### src/hdl/svd_pkg.sv
// Purpose: Constants for the supply voltage detector control block.
// Assumes: 10 MHz system clock, classic Wishbone register access.
// Notes: Tick and conversion timing derive from the clock rate.
package svd_pkg;
  // ==========================================================================
  // Register map
  localparam logic [15:0] VOLTAGE_DETECT_CONTROL_ADDR = 16'hff12;
  localparam int CONT_BIT = 4;
  localparam int AUTO_BIT = 5;
  localparam int LEVEL_W = 4;
  localparam logic [7:0] REG_RESERVED_MASK = 8'hc0;
  localparam logic [7:0] UNMAPPED_READ = 8'h00;
  // ==========================================================================
  // Timing
  localparam int CLK_HZ = 10000000;
  localparam int TICK_HZ = 2048;
  localparam int TICK_DIV = CLK_HZ / TICK_HZ;
  localparam int TICK_CNT_W = 13;
  localparam logic [TICK_CNT_W-1:0] TICK_LAST = TICK_CNT_W'(TICK_DIV - 1);
  localparam int CONV_TICKS = 16;
  localparam logic [4:0] CONV_LAST = 5'(CONV_TICKS - 1);
  localparam int AUTO_PERIOD_S = 4;
  localparam int AUTO_TICKS = AUTO_PERIOD_S * TICK_HZ;
  localparam logic [13:0] AUTO_LAST = 14'(AUTO_TICKS - 1);
  localparam int LVR_COUNT = 4;
  localparam logic [2:0] LVR_LAST = 3'(LVR_COUNT - 1);
  localparam logic [LEVEL_W-1:0] LEVEL_ZERO = 4'h0;
  localparam logic [LEVEL_W-1:0] LEVEL_RECOVER = 4'h2;
  // ==========================================================================
  // Converter states
  typedef enum logic [2:0] {
    ST_IDLE = 3'b001,
    ST_SYNC = 3'b010,
    ST_CONV = 3'b100
  } conv_state_e;
endpackage : svd_pkg

### src/hdl/svd_sar.sv
// Purpose: 4-bit successive approximation sequencer for the supply detector.
// Assumes: Comparator input is valid on each tick; start arrives on a tick.
// Notes: One bit is decided every four ticks, sixteen ticks per conversion.
`timescale 1ns/1ps
module svd_sar
  import svd_pkg::*;
(
  input wire logic clk,
  input wire logic rst,
  input wire logic tick,
  input wire logic start,
  input wire logic cmp_above,
  output logic [LEVEL_W-1:0] dac_code,
  output logic done,
  output logic [LEVEL_W-1:0] result
);
  logic [4:0] cnt_ff;
  logic [LEVEL_W-1:0] trial_ff;
  logic [1:0] bit_ff;
  logic running_ff;
  logic [LEVEL_W-1:0] result_ff;
  logic done_ff;
  wire logic decide = running_ff && tick && (cnt_ff[1:0] == 2'h3);
  wire logic [LEVEL_W-1:0] cur_bit = LEVEL_W'(4'h8 >> bit_ff);
  wire logic [LEVEL_W-1:0] kept = cmp_above ? trial_ff : (trial_ff & ~cur_bit);
  wire logic [LEVEL_W-1:0] nxt_trial = kept | (cur_bit >> 1);
  wire logic last = running_ff && tick && (cnt_ff == CONV_LAST);

  assign dac_code = trial_ff;
  assign done = done_ff;
  assign result = result_ff;

  always_ff @(posedge clk) begin
    if (rst) begin
      cnt_ff <= 5'h00;
      trial_ff <= 4'h8;
      bit_ff <= 2'h0;
      running_ff <= 1'b0;
      done_ff <= 1'b0;
      result_ff <= 4'h0;
    end else begin
      done_ff <= last;
      if (start && !running_ff) begin
        running_ff <= 1'b1;
        cnt_ff <= 5'h00;
        trial_ff <= 4'h8;
        bit_ff <= 2'h0;
      end else if (running_ff && tick) begin
        cnt_ff <= cnt_ff + 5'h01;
        if (decide) begin
          trial_ff <= nxt_trial;
          bit_ff <= bit_ff + 2'h1;
        end
        if (last) begin
          running_ff <= 1'b0;
          result_ff <= kept;
        end
      end
    end
  end
endmodule : svd_sar

### src/hdl/supply_voltage_detect_ctrl.sv
// Purpose: Control and status of the supply voltage detector.
// Assumes: Classic Wishbone slave, 8-bit data; sleep request is a level from the CPU core.
// Notes: Conversion timing runs from a 2,048 Hz tick divided from clk.
// Behaviour
// Writing 1 to bit 4 starts continuous sampling and writing 0 asks it to stop.
// Continuous sampling repeats every sixteen ticks and latches each result into the level field; the code repeats every seventeen ticks.
// Bit 4 reads back busy (1) or ready (0), not the value written.
// Bit 5 enables a conversion every 4 seconds and reads back as written.
// In auto mode busy reads 1 only during each conversion window; the code also holds it at 1 while ST_SYNC waits for the start tick.
// Reset and sleep entry clear both mode bits.
// After reset one conversion runs by itself and busy is 1 until it ends; the code runs two, since first_ff still reads 1 when the first one ends.
// The level field is meaningless until the first conversion finishes.
// The level field is bits 3 to 0, a plain binary level from 0 to 15.
// Sleep during a conversion holds the oscillator until the conversion ends, clearing both mode bits.
// Software should clear both mode bits when detection is not needed.
// Conversions start on a tick, last sixteen ticks and run back to back in continuous mode; the code waits one more tick in ST_SYNC between them.
// Turning a mode off mid-conversion finishes that conversion with busy held at 1.
// Continuous bit set means continuous mode, only auto bit set means auto mode, neither means off.
// With low-voltage reset fitted, four level-0 results force continuous mode and hold reset until level 2.
// Bits 7 and 6 read 0 and writes to them or to the level bits do nothing.
// The level field keeps the older result until a conversion completes.
//
// The Wishbone interface to the registers was decided locally.
`timescale 1ns/1ps
module supply_voltage_detect_ctrl
  import svd_pkg::*;
#(
  parameter bit LVR_FITTED = 1'b1,
  parameter int TICK_DIVIDE = TICK_DIV
)
(
  input wire logic clk,
  input wire logic rst,
  input wire logic wb_cyc_i,
  input wire logic wb_stb_i,
  input wire logic wb_we_i,
  input wire logic [15:0] wb_adr_i,
  input wire logic [7:0] wb_dat_i,
  input wire logic wb_sel_i,
  output logic [7:0] wb_dat_o,
  output logic wb_ack_o,
  input wire logic sleep_instruction,
  input wire logic cmp_above,
  output logic [LEVEL_W-1:0] dac_code,
  output logic osc_hold,
  output logic lvr_reset
);
  // ==========================================================================
  // Tick divider
  logic [TICK_CNT_W-1:0] div_ff;
  logic tick_ff;
  wire logic [TICK_CNT_W-1:0] div_last = TICK_CNT_W'(TICK_DIVIDE - 1);

  always_ff @(posedge clk) begin
    if (rst) begin
      div_ff <= '0;
      tick_ff <= 1'b0;
    end else begin
      tick_ff <= (div_ff == div_last);
      div_ff <= (div_ff == div_last) ? '0 : div_ff + TICK_CNT_W'(1);
    end
  end

  // ==========================================================================
  // Wishbone slave
  logic ack_ff;
  logic [7:0] rdata_ff;
  logic cont_ff;
  logic auto_ff;
  logic busy;
  logic [LEVEL_W-1:0] level_ff;
  wire logic req = wb_cyc_i && wb_stb_i && !ack_ff;
  wire logic hit = (wb_adr_i == VOLTAGE_DETECT_CONTROL_ADDR);
  wire logic wr_en = req && hit && wb_we_i && wb_sel_i;
  wire logic [7:0] reg_view = {2'b00, auto_ff, busy, level_ff} & ~REG_RESERVED_MASK;
  wire logic [7:0] nxt_rdata = hit ? reg_view : UNMAPPED_READ;

  assign wb_ack_o = ack_ff;
  assign wb_dat_o = rdata_ff;

  always_ff @(posedge clk) begin
    if (rst) begin
      ack_ff <= 1'b0;
      rdata_ff <= 8'h00;
    end else begin
      ack_ff <= req;
      if (req && !wb_we_i) begin
        rdata_ff <= nxt_rdata;
      end
    end
  end

  // ==========================================================================
  // Sleep edge and mode bits
  logic sleep_d_ff;
  logic lvr_ff;
  logic lvr_force_ff;
  wire logic sleep_entry = sleep_instruction && !sleep_d_ff;

  always_ff @(posedge clk) begin
    if (rst) begin
      sleep_d_ff <= 1'b0;
    end else begin
      sleep_d_ff <= sleep_instruction;
    end
  end

  // Sleep wins over a simultaneous write so the core cannot re-arm on its way down
  always_ff @(posedge clk) begin
    if (rst) begin
      cont_ff <= 1'b0;
      auto_ff <= 1'b0;
    end else if (sleep_entry) begin
      cont_ff <= 1'b0;
      auto_ff <= 1'b0;
    end else if (wr_en) begin
      cont_ff <= wb_dat_i[CONT_BIT];
      auto_ff <= wb_dat_i[AUTO_BIT];
    end
  end

  // ==========================================================================
  // Mode decode and auto period
  logic [13:0] auto_cnt_ff;
  logic first_ff;
  wire logic cont_mode = cont_ff || lvr_force_ff;
  wire logic auto_mode = !cont_mode && auto_ff;
  wire logic auto_due = auto_mode && tick_ff && (auto_cnt_ff == AUTO_LAST);

  always_ff @(posedge clk) begin
    if (rst) begin
      auto_cnt_ff <= '0;
    end else if (!auto_mode) begin
      auto_cnt_ff <= '0;
    end else if (tick_ff) begin
      auto_cnt_ff <= (auto_cnt_ff == AUTO_LAST) ? '0 : auto_cnt_ff + 14'h0001;
    end
  end

  // ==========================================================================
  // Conversion sequencer
  conv_state_e state_ff;
  conv_state_e nxt_state;
  logic sar_done;
  logic [LEVEL_W-1:0] sar_result;
  wire logic want = cont_mode || first_ff;
  wire logic start_conv = (state_ff == ST_SYNC) && tick_ff;

  always_comb begin
    nxt_state = state_ff;
    case (state_ff)
      ST_IDLE: begin
        if (want || auto_due) begin
          nxt_state = ST_SYNC;
        end
      end
      ST_SYNC: begin
        if (tick_ff) begin
          nxt_state = ST_CONV;
        end
      end
      ST_CONV: begin
        if (sar_done) begin
          nxt_state = want ? ST_SYNC : ST_IDLE;
        end
      end
      default: nxt_state = ST_IDLE;
    endcase
  end

  always_ff @(posedge clk) begin
    if (rst) begin
      state_ff <= ST_IDLE;
      first_ff <= 1'b1;
    end else begin
      state_ff <= nxt_state;
      if (sar_done) begin
        first_ff <= 1'b0;
      end
    end
  end

  // Busy covers the wait for the tick too, so a start is never reported ready
  assign busy = (state_ff != ST_IDLE);

  svd_sar u_sar (
    .clk(clk),
    .rst(rst),
    .tick(tick_ff),
    .start(start_conv),
    .cmp_above(cmp_above),
    .dac_code(dac_code),
    .done(sar_done),
    .result(sar_result)
  );

  // ==========================================================================
  // Result latch
  always_ff @(posedge clk) begin
    if (rst) begin
      level_ff <= LEVEL_ZERO;
    end else if (sar_done) begin
      level_ff <= sar_result;
    end
  end

  // ==========================================================================
  // Oscillator hold and low-voltage reset
  logic [2:0] zero_cnt_ff;
  logic sleep_pend_ff;
  wire logic is_zero = (sar_result == LEVEL_ZERO);
  wire logic recovered = (sar_result >= LEVEL_RECOVER);

  always_ff @(posedge clk) begin
    if (rst) begin
      sleep_pend_ff <= 1'b0;
    end else if (sleep_entry && busy) begin
      sleep_pend_ff <= 1'b1;
    end else if (!busy || !sleep_instruction) begin
      sleep_pend_ff <= 1'b0;
    end
  end

  assign osc_hold = sleep_pend_ff && busy;

  // The reset output only affects the rest of the chip; this block keeps its state
  always_ff @(posedge clk) begin
    if (rst || !LVR_FITTED) begin
      zero_cnt_ff <= 3'h0;
      lvr_ff <= 1'b0;
      lvr_force_ff <= 1'b0;
    end else if (sar_done) begin
      if (lvr_ff) begin
        if (recovered) begin
          lvr_ff <= 1'b0;
          lvr_force_ff <= 1'b0;
          zero_cnt_ff <= 3'h0;
        end
      end else if (is_zero) begin
        if (zero_cnt_ff == LVR_LAST) begin
          lvr_ff <= 1'b1;
          lvr_force_ff <= 1'b1;
        end else begin
          zero_cnt_ff <= zero_cnt_ff + 3'h1;
        end
      end else begin
        zero_cnt_ff <= 3'h0;
      end
    end
  end

  assign lvr_reset = lvr_ff;
endmodule : supply_voltage_detect_ctrl

### config.mk
export PLATFORM = sky130hd
export DESIGN_NAME = supply_voltage_detect_ctrl
export DESIGN_NICKNAME = d
export VERILOG_FILES = /design/src/hdl/svd_pkg.sv /design/src/hdl/svd_sar.sv /design/src/hdl/supply_voltage_detect_ctrl.sv
export SDC_FILE = /design/constraint.sdc
export NUM_CORES = 1
export LEC_CHECK = 0
export ABC_AREA = 1
export BUFFER_PORTS_ARGS = -buffer_cell sky130_fd_sc_hd__buf_2
export CORE_MARGIN = 10
export CORE_UTILIZATION = 31
export CTS_CLUSTER_SIZE = 30
export DETAILED_ROUTE_END_ITERATION = 10
export GPL_TIMING_DRIVEN = 0
export PLACE_DENSITY_LB_ADDON = 0.25
export SETUP_SLACK_MARGIN = 0.15
export SYNTH_ARGS = -nofsm -noshare
export SYNTH_HDL_FRONTEND = slang
export SYNTH_SLANG_ARGS = --single-unit
### constraint.sdc
create_clock -name clk -period 2.9 [get_ports clk]
set_input_delay 0.29 -clock clk [delete_from_list [all_inputs] [get_ports clk]]
set_output_delay 0.29 -clock clk [all_outputs]
set_load 0.01 [all_outputs]
== After elaboration in Yosys (flattened, before gate mapping) ==
Cells that the tools add are included.

* $add $sub $neg: 5
* $lt $le $gt $ge: 1
* Eq/ne operators: 15
* Shift-type cells: 1
* Muxes and demuxes: 25
* Bitwise operators: 5
* Reduce and logical (&&, ||, !) cells: 44

{| class="wikitable"
|+ Operator list
! cell !! count
|-
| 3-bit 2-to-1 mux || 7
|-
| 1-bit logical AND || 17
|-
| 16-bit == test (second input constant) || 1
|-
| 14-bit by 1-bit adder with 14-bit output (second input constant) || 1
|-
| 14-bit by 13-bit == test with 1-bit output (second input constant) || 1
|-
| 14-bit 2-to-1 mux || 1
|-
| 13-bit by 1-bit adder with 13-bit output (second input constant) || 1
|-
| 13-bit == test (second input constant) || 1
|-
| 1-bit 2-to-1 mux || 13
|-
| 2-bit nonzero test || 5
|-
| 3-bit one-hot mux with 3 select lines || 1
|-
| 3-bit AND reduction || 3
|-
| 2-bit OR reduction || 4
|-
| 1-bit zero test || 7
|-
| 3-bit by 2-bit == test with 1-bit output (second input constant) || 2
|-
| 6-bit 2-to-1 mux || 1
|-
| 5-bit by 1-bit adder with 5-bit output (second input constant) || 1
|-
| 5-bit by 4-bit == test with 1-bit output (second input constant) || 1
|-
| 4-bit AND || 1
|-
| 4-bit by 2-bit >= comparator with 1-bit output (second input constant) || 1
|-
| 4-bit zero test || 1
|-
| 1-bit logical OR || 4
|-
| 4-bit 2-to-1 mux || 1
|-
| 2-bit by 1-bit inequality test with 1-bit output (second input constant) || 2
|-
| 15 further kinds || 18
|}

* Register bits: 71
* Output and inout port bits: 15

== Depth between registers and ports, before layout ==
* Depth in word-level cells: 8
* Depth in mapped cells: 10
* Depth with buffers taken out: 10

== Modules after synthesis ==
From an unflattened synthesis, not the netlist that was laid out.

* Cell total of the unflattened synthesis: 452
* Area total of the unflattened synthesis: 3254.4 um^2

{| class="wikitable"
|+ Modules (own cells, without submodules)
! module !! times used !! cells an instance !! area each (um^2) !! seq. area each (um^2)
|-
| supply_voltage_detect_ctrl || 1 || 354 || 2492.4 || 1041.0
|-
| svd_sar || 1 || 98 || 762.0 || 340.3
|}

== Least setup slack after synthesis ==
OpenSTA, ideal clock, no wires.

* Path kind: reg2reg
* Start: register u_sar.cnt_ff[0]
* End: register u_sar.cnt_ff[4]
* Data arrival time: 1299 ps
* Setup slack: 1529 ps
* Cell stages (with the launch flop): 7
* Cell sequence: dfxtp_1 > ha_1 > inv_1 > nor2_1 > ha_1 > or2_2 > a21oi_1

* Cells in the longest elaborated chain, start to end: 1

{| class="wikitable"
|+ RTL lines
! element !! RTL line !! RTL
|-
| from (decl) || svd_sar.sv:17 || <nowiki>logic [4:0] cnt_ff;</nowiki>
|-
| from (signal assigned) || svd_sar.sv:49 || <nowiki>cnt_ff <= cnt_ff + 5'h01;</nowiki>
|-
| 5-bit by 1-bit adder with 5-bit output || svd_sar.sv:49 ||
|}

Every way passes these cells.
A chain may end at the register's enable or synchronous reset.

== Worst setup path in the final report ==
* Start: register state_ff[0]
* End: output port osc_hold

* Cells in the longest elaborated chain, start to end: 2

{| class="wikitable"
|+ RTL lines
! element !! RTL line !! RTL
|-
| from (decl) || supply_voltage_detect_ctrl.sv:142 || <nowiki>conv_state_e state_ff;</nowiki>
|-
| from (signal assigned) || supply_voltage_detect_ctrl.sv:176 || <nowiki>state_ff <= nxt_state;</nowiki>
|-
| 3-bit by 1-bit inequality test with 1-bit output || supply_voltage_detect_ctrl.sv:184 || <nowiki>assign busy = (state_ff != ST_IDLE);</nowiki>
|-
| 1-bit logical AND || supply_voltage_detect_ctrl.sv:224 || <nowiki>assign osc_hold = sleep_pend_ff && busy;</nowiki>
|-
| to (decl) || supply_voltage_detect_ctrl.sv:45 || <nowiki>output logic osc_hold,</nowiki>
|}

Every way passes these cells.

==> results by group <==
Layout
  • Final net count: roughly 520
  • Proportion of layout cells with a drive suffix above 1: 0.182
  • Area added between synthesis and finish: 18.6%
  • ANT cells: 0

Timing
  • Setup Skew: 0.00928 ns
  • Post-route setup TNS: 0 ns
  • Max Slew Vio Count: 0
  • Crit share post-route: 0.558
  • Final setup vio count: 0
  • Max Freq: about 0.6 GHz
  • Final min period: around 1.6 ns
  • Min Hold Slack: roughly 0.18 ns
  • RSZ-0062 raised after global routing: no
  • Fin. Hold Viols: 0

Clocking
  • Cts repair resizes: 0
  • TritonCTS buffer count: 9
  • Post-CTS setup buffer count: 0
  • Hold_buf cts: 0
  • Clk_lat worst skew: 0.34 ns
  • Clock-pin slew on the worst setup and hold paths: approximately 0.07 ns
  • Root Driver: clkbuf_8
  • CTS tree: yes
  • CTS sink count: 69
  • Maximum root-to-sink buffer count: 2
  • H-Tree Depth: 3

GRT
  • Largest net degree at the start of global routing: 13
  • Grt ovf: 0
  • First-pass GRT wire length: about 12 mm
  • Antenna violations before repair: 0
  • Vias in the first global route: 2631
  • Tot GR Track Use: 0.0954

Floorplan
  • Row count: 36
  • Total core area: approximately 0.01 mm2
  • Die H: roughly 120 um
  • Die footprint: approximately 0.015 mm2
  • Num ports: between 40 and 50
  • Die W: 121 um
  • Initial core utilization: 0.323

Logic synthesis
  • Cell type with the largest total area after synthesis: dfxtp_1
  • Yosys top cell area share: 0.434
  • Yosys warning total: 0
  • Netlist cell types: 36
  • #FFs+latches synth: a little under 70
  • Synth cell count leaders: 74 x nand2_1, 69 x dfxtp_1, 58 x nor2_1
  • Average instance area after synthesis: around 7.5 um2
  • Largest cells by area after synthesis: dfxtp_1 43%, nand2_1 8.7%, nor2_1 6.8%, inv_1 5.7%, a21oi_1 5.3%
  • Sequential share of the synthesized area: 0.434
  • Most common cell in the netlist: nand2_1
  • Async S/R FF share, synth: 0
  • Synthesized area: 0.00318 mm2
  • Cells after synthesis: 424
  • Number of flops mapped to enable cells by yosys: 0
  • Main flop type after synthesis: dfxtp_1

Placement
  • Post-DP HPWL: ~5.3 mm
  • Routability cong.: roughly 0.74
  • PortBufs: 37

Setup path
  • CP startpoint: state_ff[0]
  • Worst path arrival time: approximately 1.3 ns
  • Critical Path RT: between 2 and 3 ns
  • Crit-path max FO: 5
  • Crit path launch type: flip-flop
  • Reg2reg start: u_sar.cnt_ff[0]
  • Setup Crit Path Kind: reg2out
  • Crit end category: primary output

Drt
  • Via/cell ratio: approximately 4.5
  • Post-Route WL: approximately 7 mm
  • Routed vias: between 2000 and 3000
  • Initial DRC Count: between 100 and 150
  • Routed len/inst: between 10 and 15 um
  • DR pass1 iterations: 4
  • DRC: 0
  • Antenna viol nets, final: 0

Worst hold path
  • Min-Delay Path Class: in2reg
  • HP Start: sleep_instruction

Status
  • Status: finished clean

Power and ir drop
  • Peak supply drop: ~0.00046 V
  • PD cells: approximately 530 mW/mm2
  • Static leakage: about 1.6 nW

Flow run
  • Max cap viols: 0
-- stage by stage --
step	cells	worst slack [ns]	area, um2	utilization	total power, mW
floorplan	425	1.53	3190	-	1.05
global placement	595	1.41	3540	0.359	1.08
detailed placement	595	1.41	3540	0.359	1.08
CTS	611	1.24	3770	0.383	2.02
global route	611	1.08	3770	0.383	2.07
finish	611	1.28	3770	0.383	1.99
-- final timing paths --
kind / endpoint / slack (ns) / cells after the start
worst max register to register: u_sar.result[0] / 1.39 / 8
worst max-delay path: osc_hold / 1.28 / 6
worst min register to register: auto_cnt_ff[10] / 0.46 / 2
worst min-delay path: sleep_d_ff / 0.18 / 3
-- registers in the layout (all words and copies together) (netlist names) --
register	count
auto_cnt_ff	14
div_ff	13
wb_dat_o	6
u_sar.cnt_ff	5
level_ff	4
u_sar.dac_code	4
u_sar.result	4
state_ff	3
zero_cnt_ff	3
u_sar.bit_ff	2
auto_ff	1
cont_ff	1
first_ff	1
lvr_force_ff	1
lvr_reset	1
sleep_d_ff	1
sleep_pend_ff	1
tick_ff	1
u_sar.done	1
u_sar.running_ff	1
wb_ack_o	1
-- cell families after synthesis --
kind of cell,count (synthesis),share of synthesized area
DFF,69,0.434
other,1,0.00118
adders and majority gates,11,0.0433
buffers and inverters,64,0.0838
and+or+nand+nor,197,0.290
xor gates and xnor gates,10,0.0275
AOI/OAI and AO/OA,72,0.120
-- cell usage in the layout, fill, tap and decap left out, types with 5 or more instances in the layout --
cell type   n
a21oi_1    34
buf_2      43
clkbuf_8    9
dfxtp_1    69
ha_1       11
inv_1      48
inv_2       5
nand2_1    74
nand3_1    27
nand4_1     7
nor2_1     58
nor3_1      6
o21ai_0    29
xnor2_1     5
xor2_1      5
-- critical path: stages, from the launching register on --
cell and delay [ns]:
dfxtp_1 0.33, inv_1 0.05, nor3_1 0.20, inv_1 0.15, nand2_1 0.09, inv_1 0.04
buf_2 0.13
-- where the power goes --
part           total [mW]  switching (mW)  leakage (nW)  internal [mW]
Sequential          0.971         0.00956         0.558          0.962
Combinational      0.0895          0.0520         0.923         0.0375
Clock               0.928           0.360         0.123          0.568
Total                1.99           0.422          1.60           1.57
-- layer usage --
layer / up-vias / wire length [um] / global-route usage
li1: 1465 / - / -
met1: 1267 / 3160 / 0.112
met2: 38 / 3280 / 0.158
met3: 4 / 331 / 0.0358
met4: 0 / 61 / 0.0268
met5: - / 0 / 0
-- layout make-up --
cell class / count / area (um2)
fillers: 1073 / 6090
multi-input cells: 292 / 1540
flip-flops and latches: 69 / 1380
inverters: 54 / 203
repair buffers: 37 / 185
well taps: 133 / 166
clock buffers: 9 / 124
clock inverters: 7 / 114
plain buffers: 10 / 63.8
Note: power is estimated with default switching activity, not from simulation.
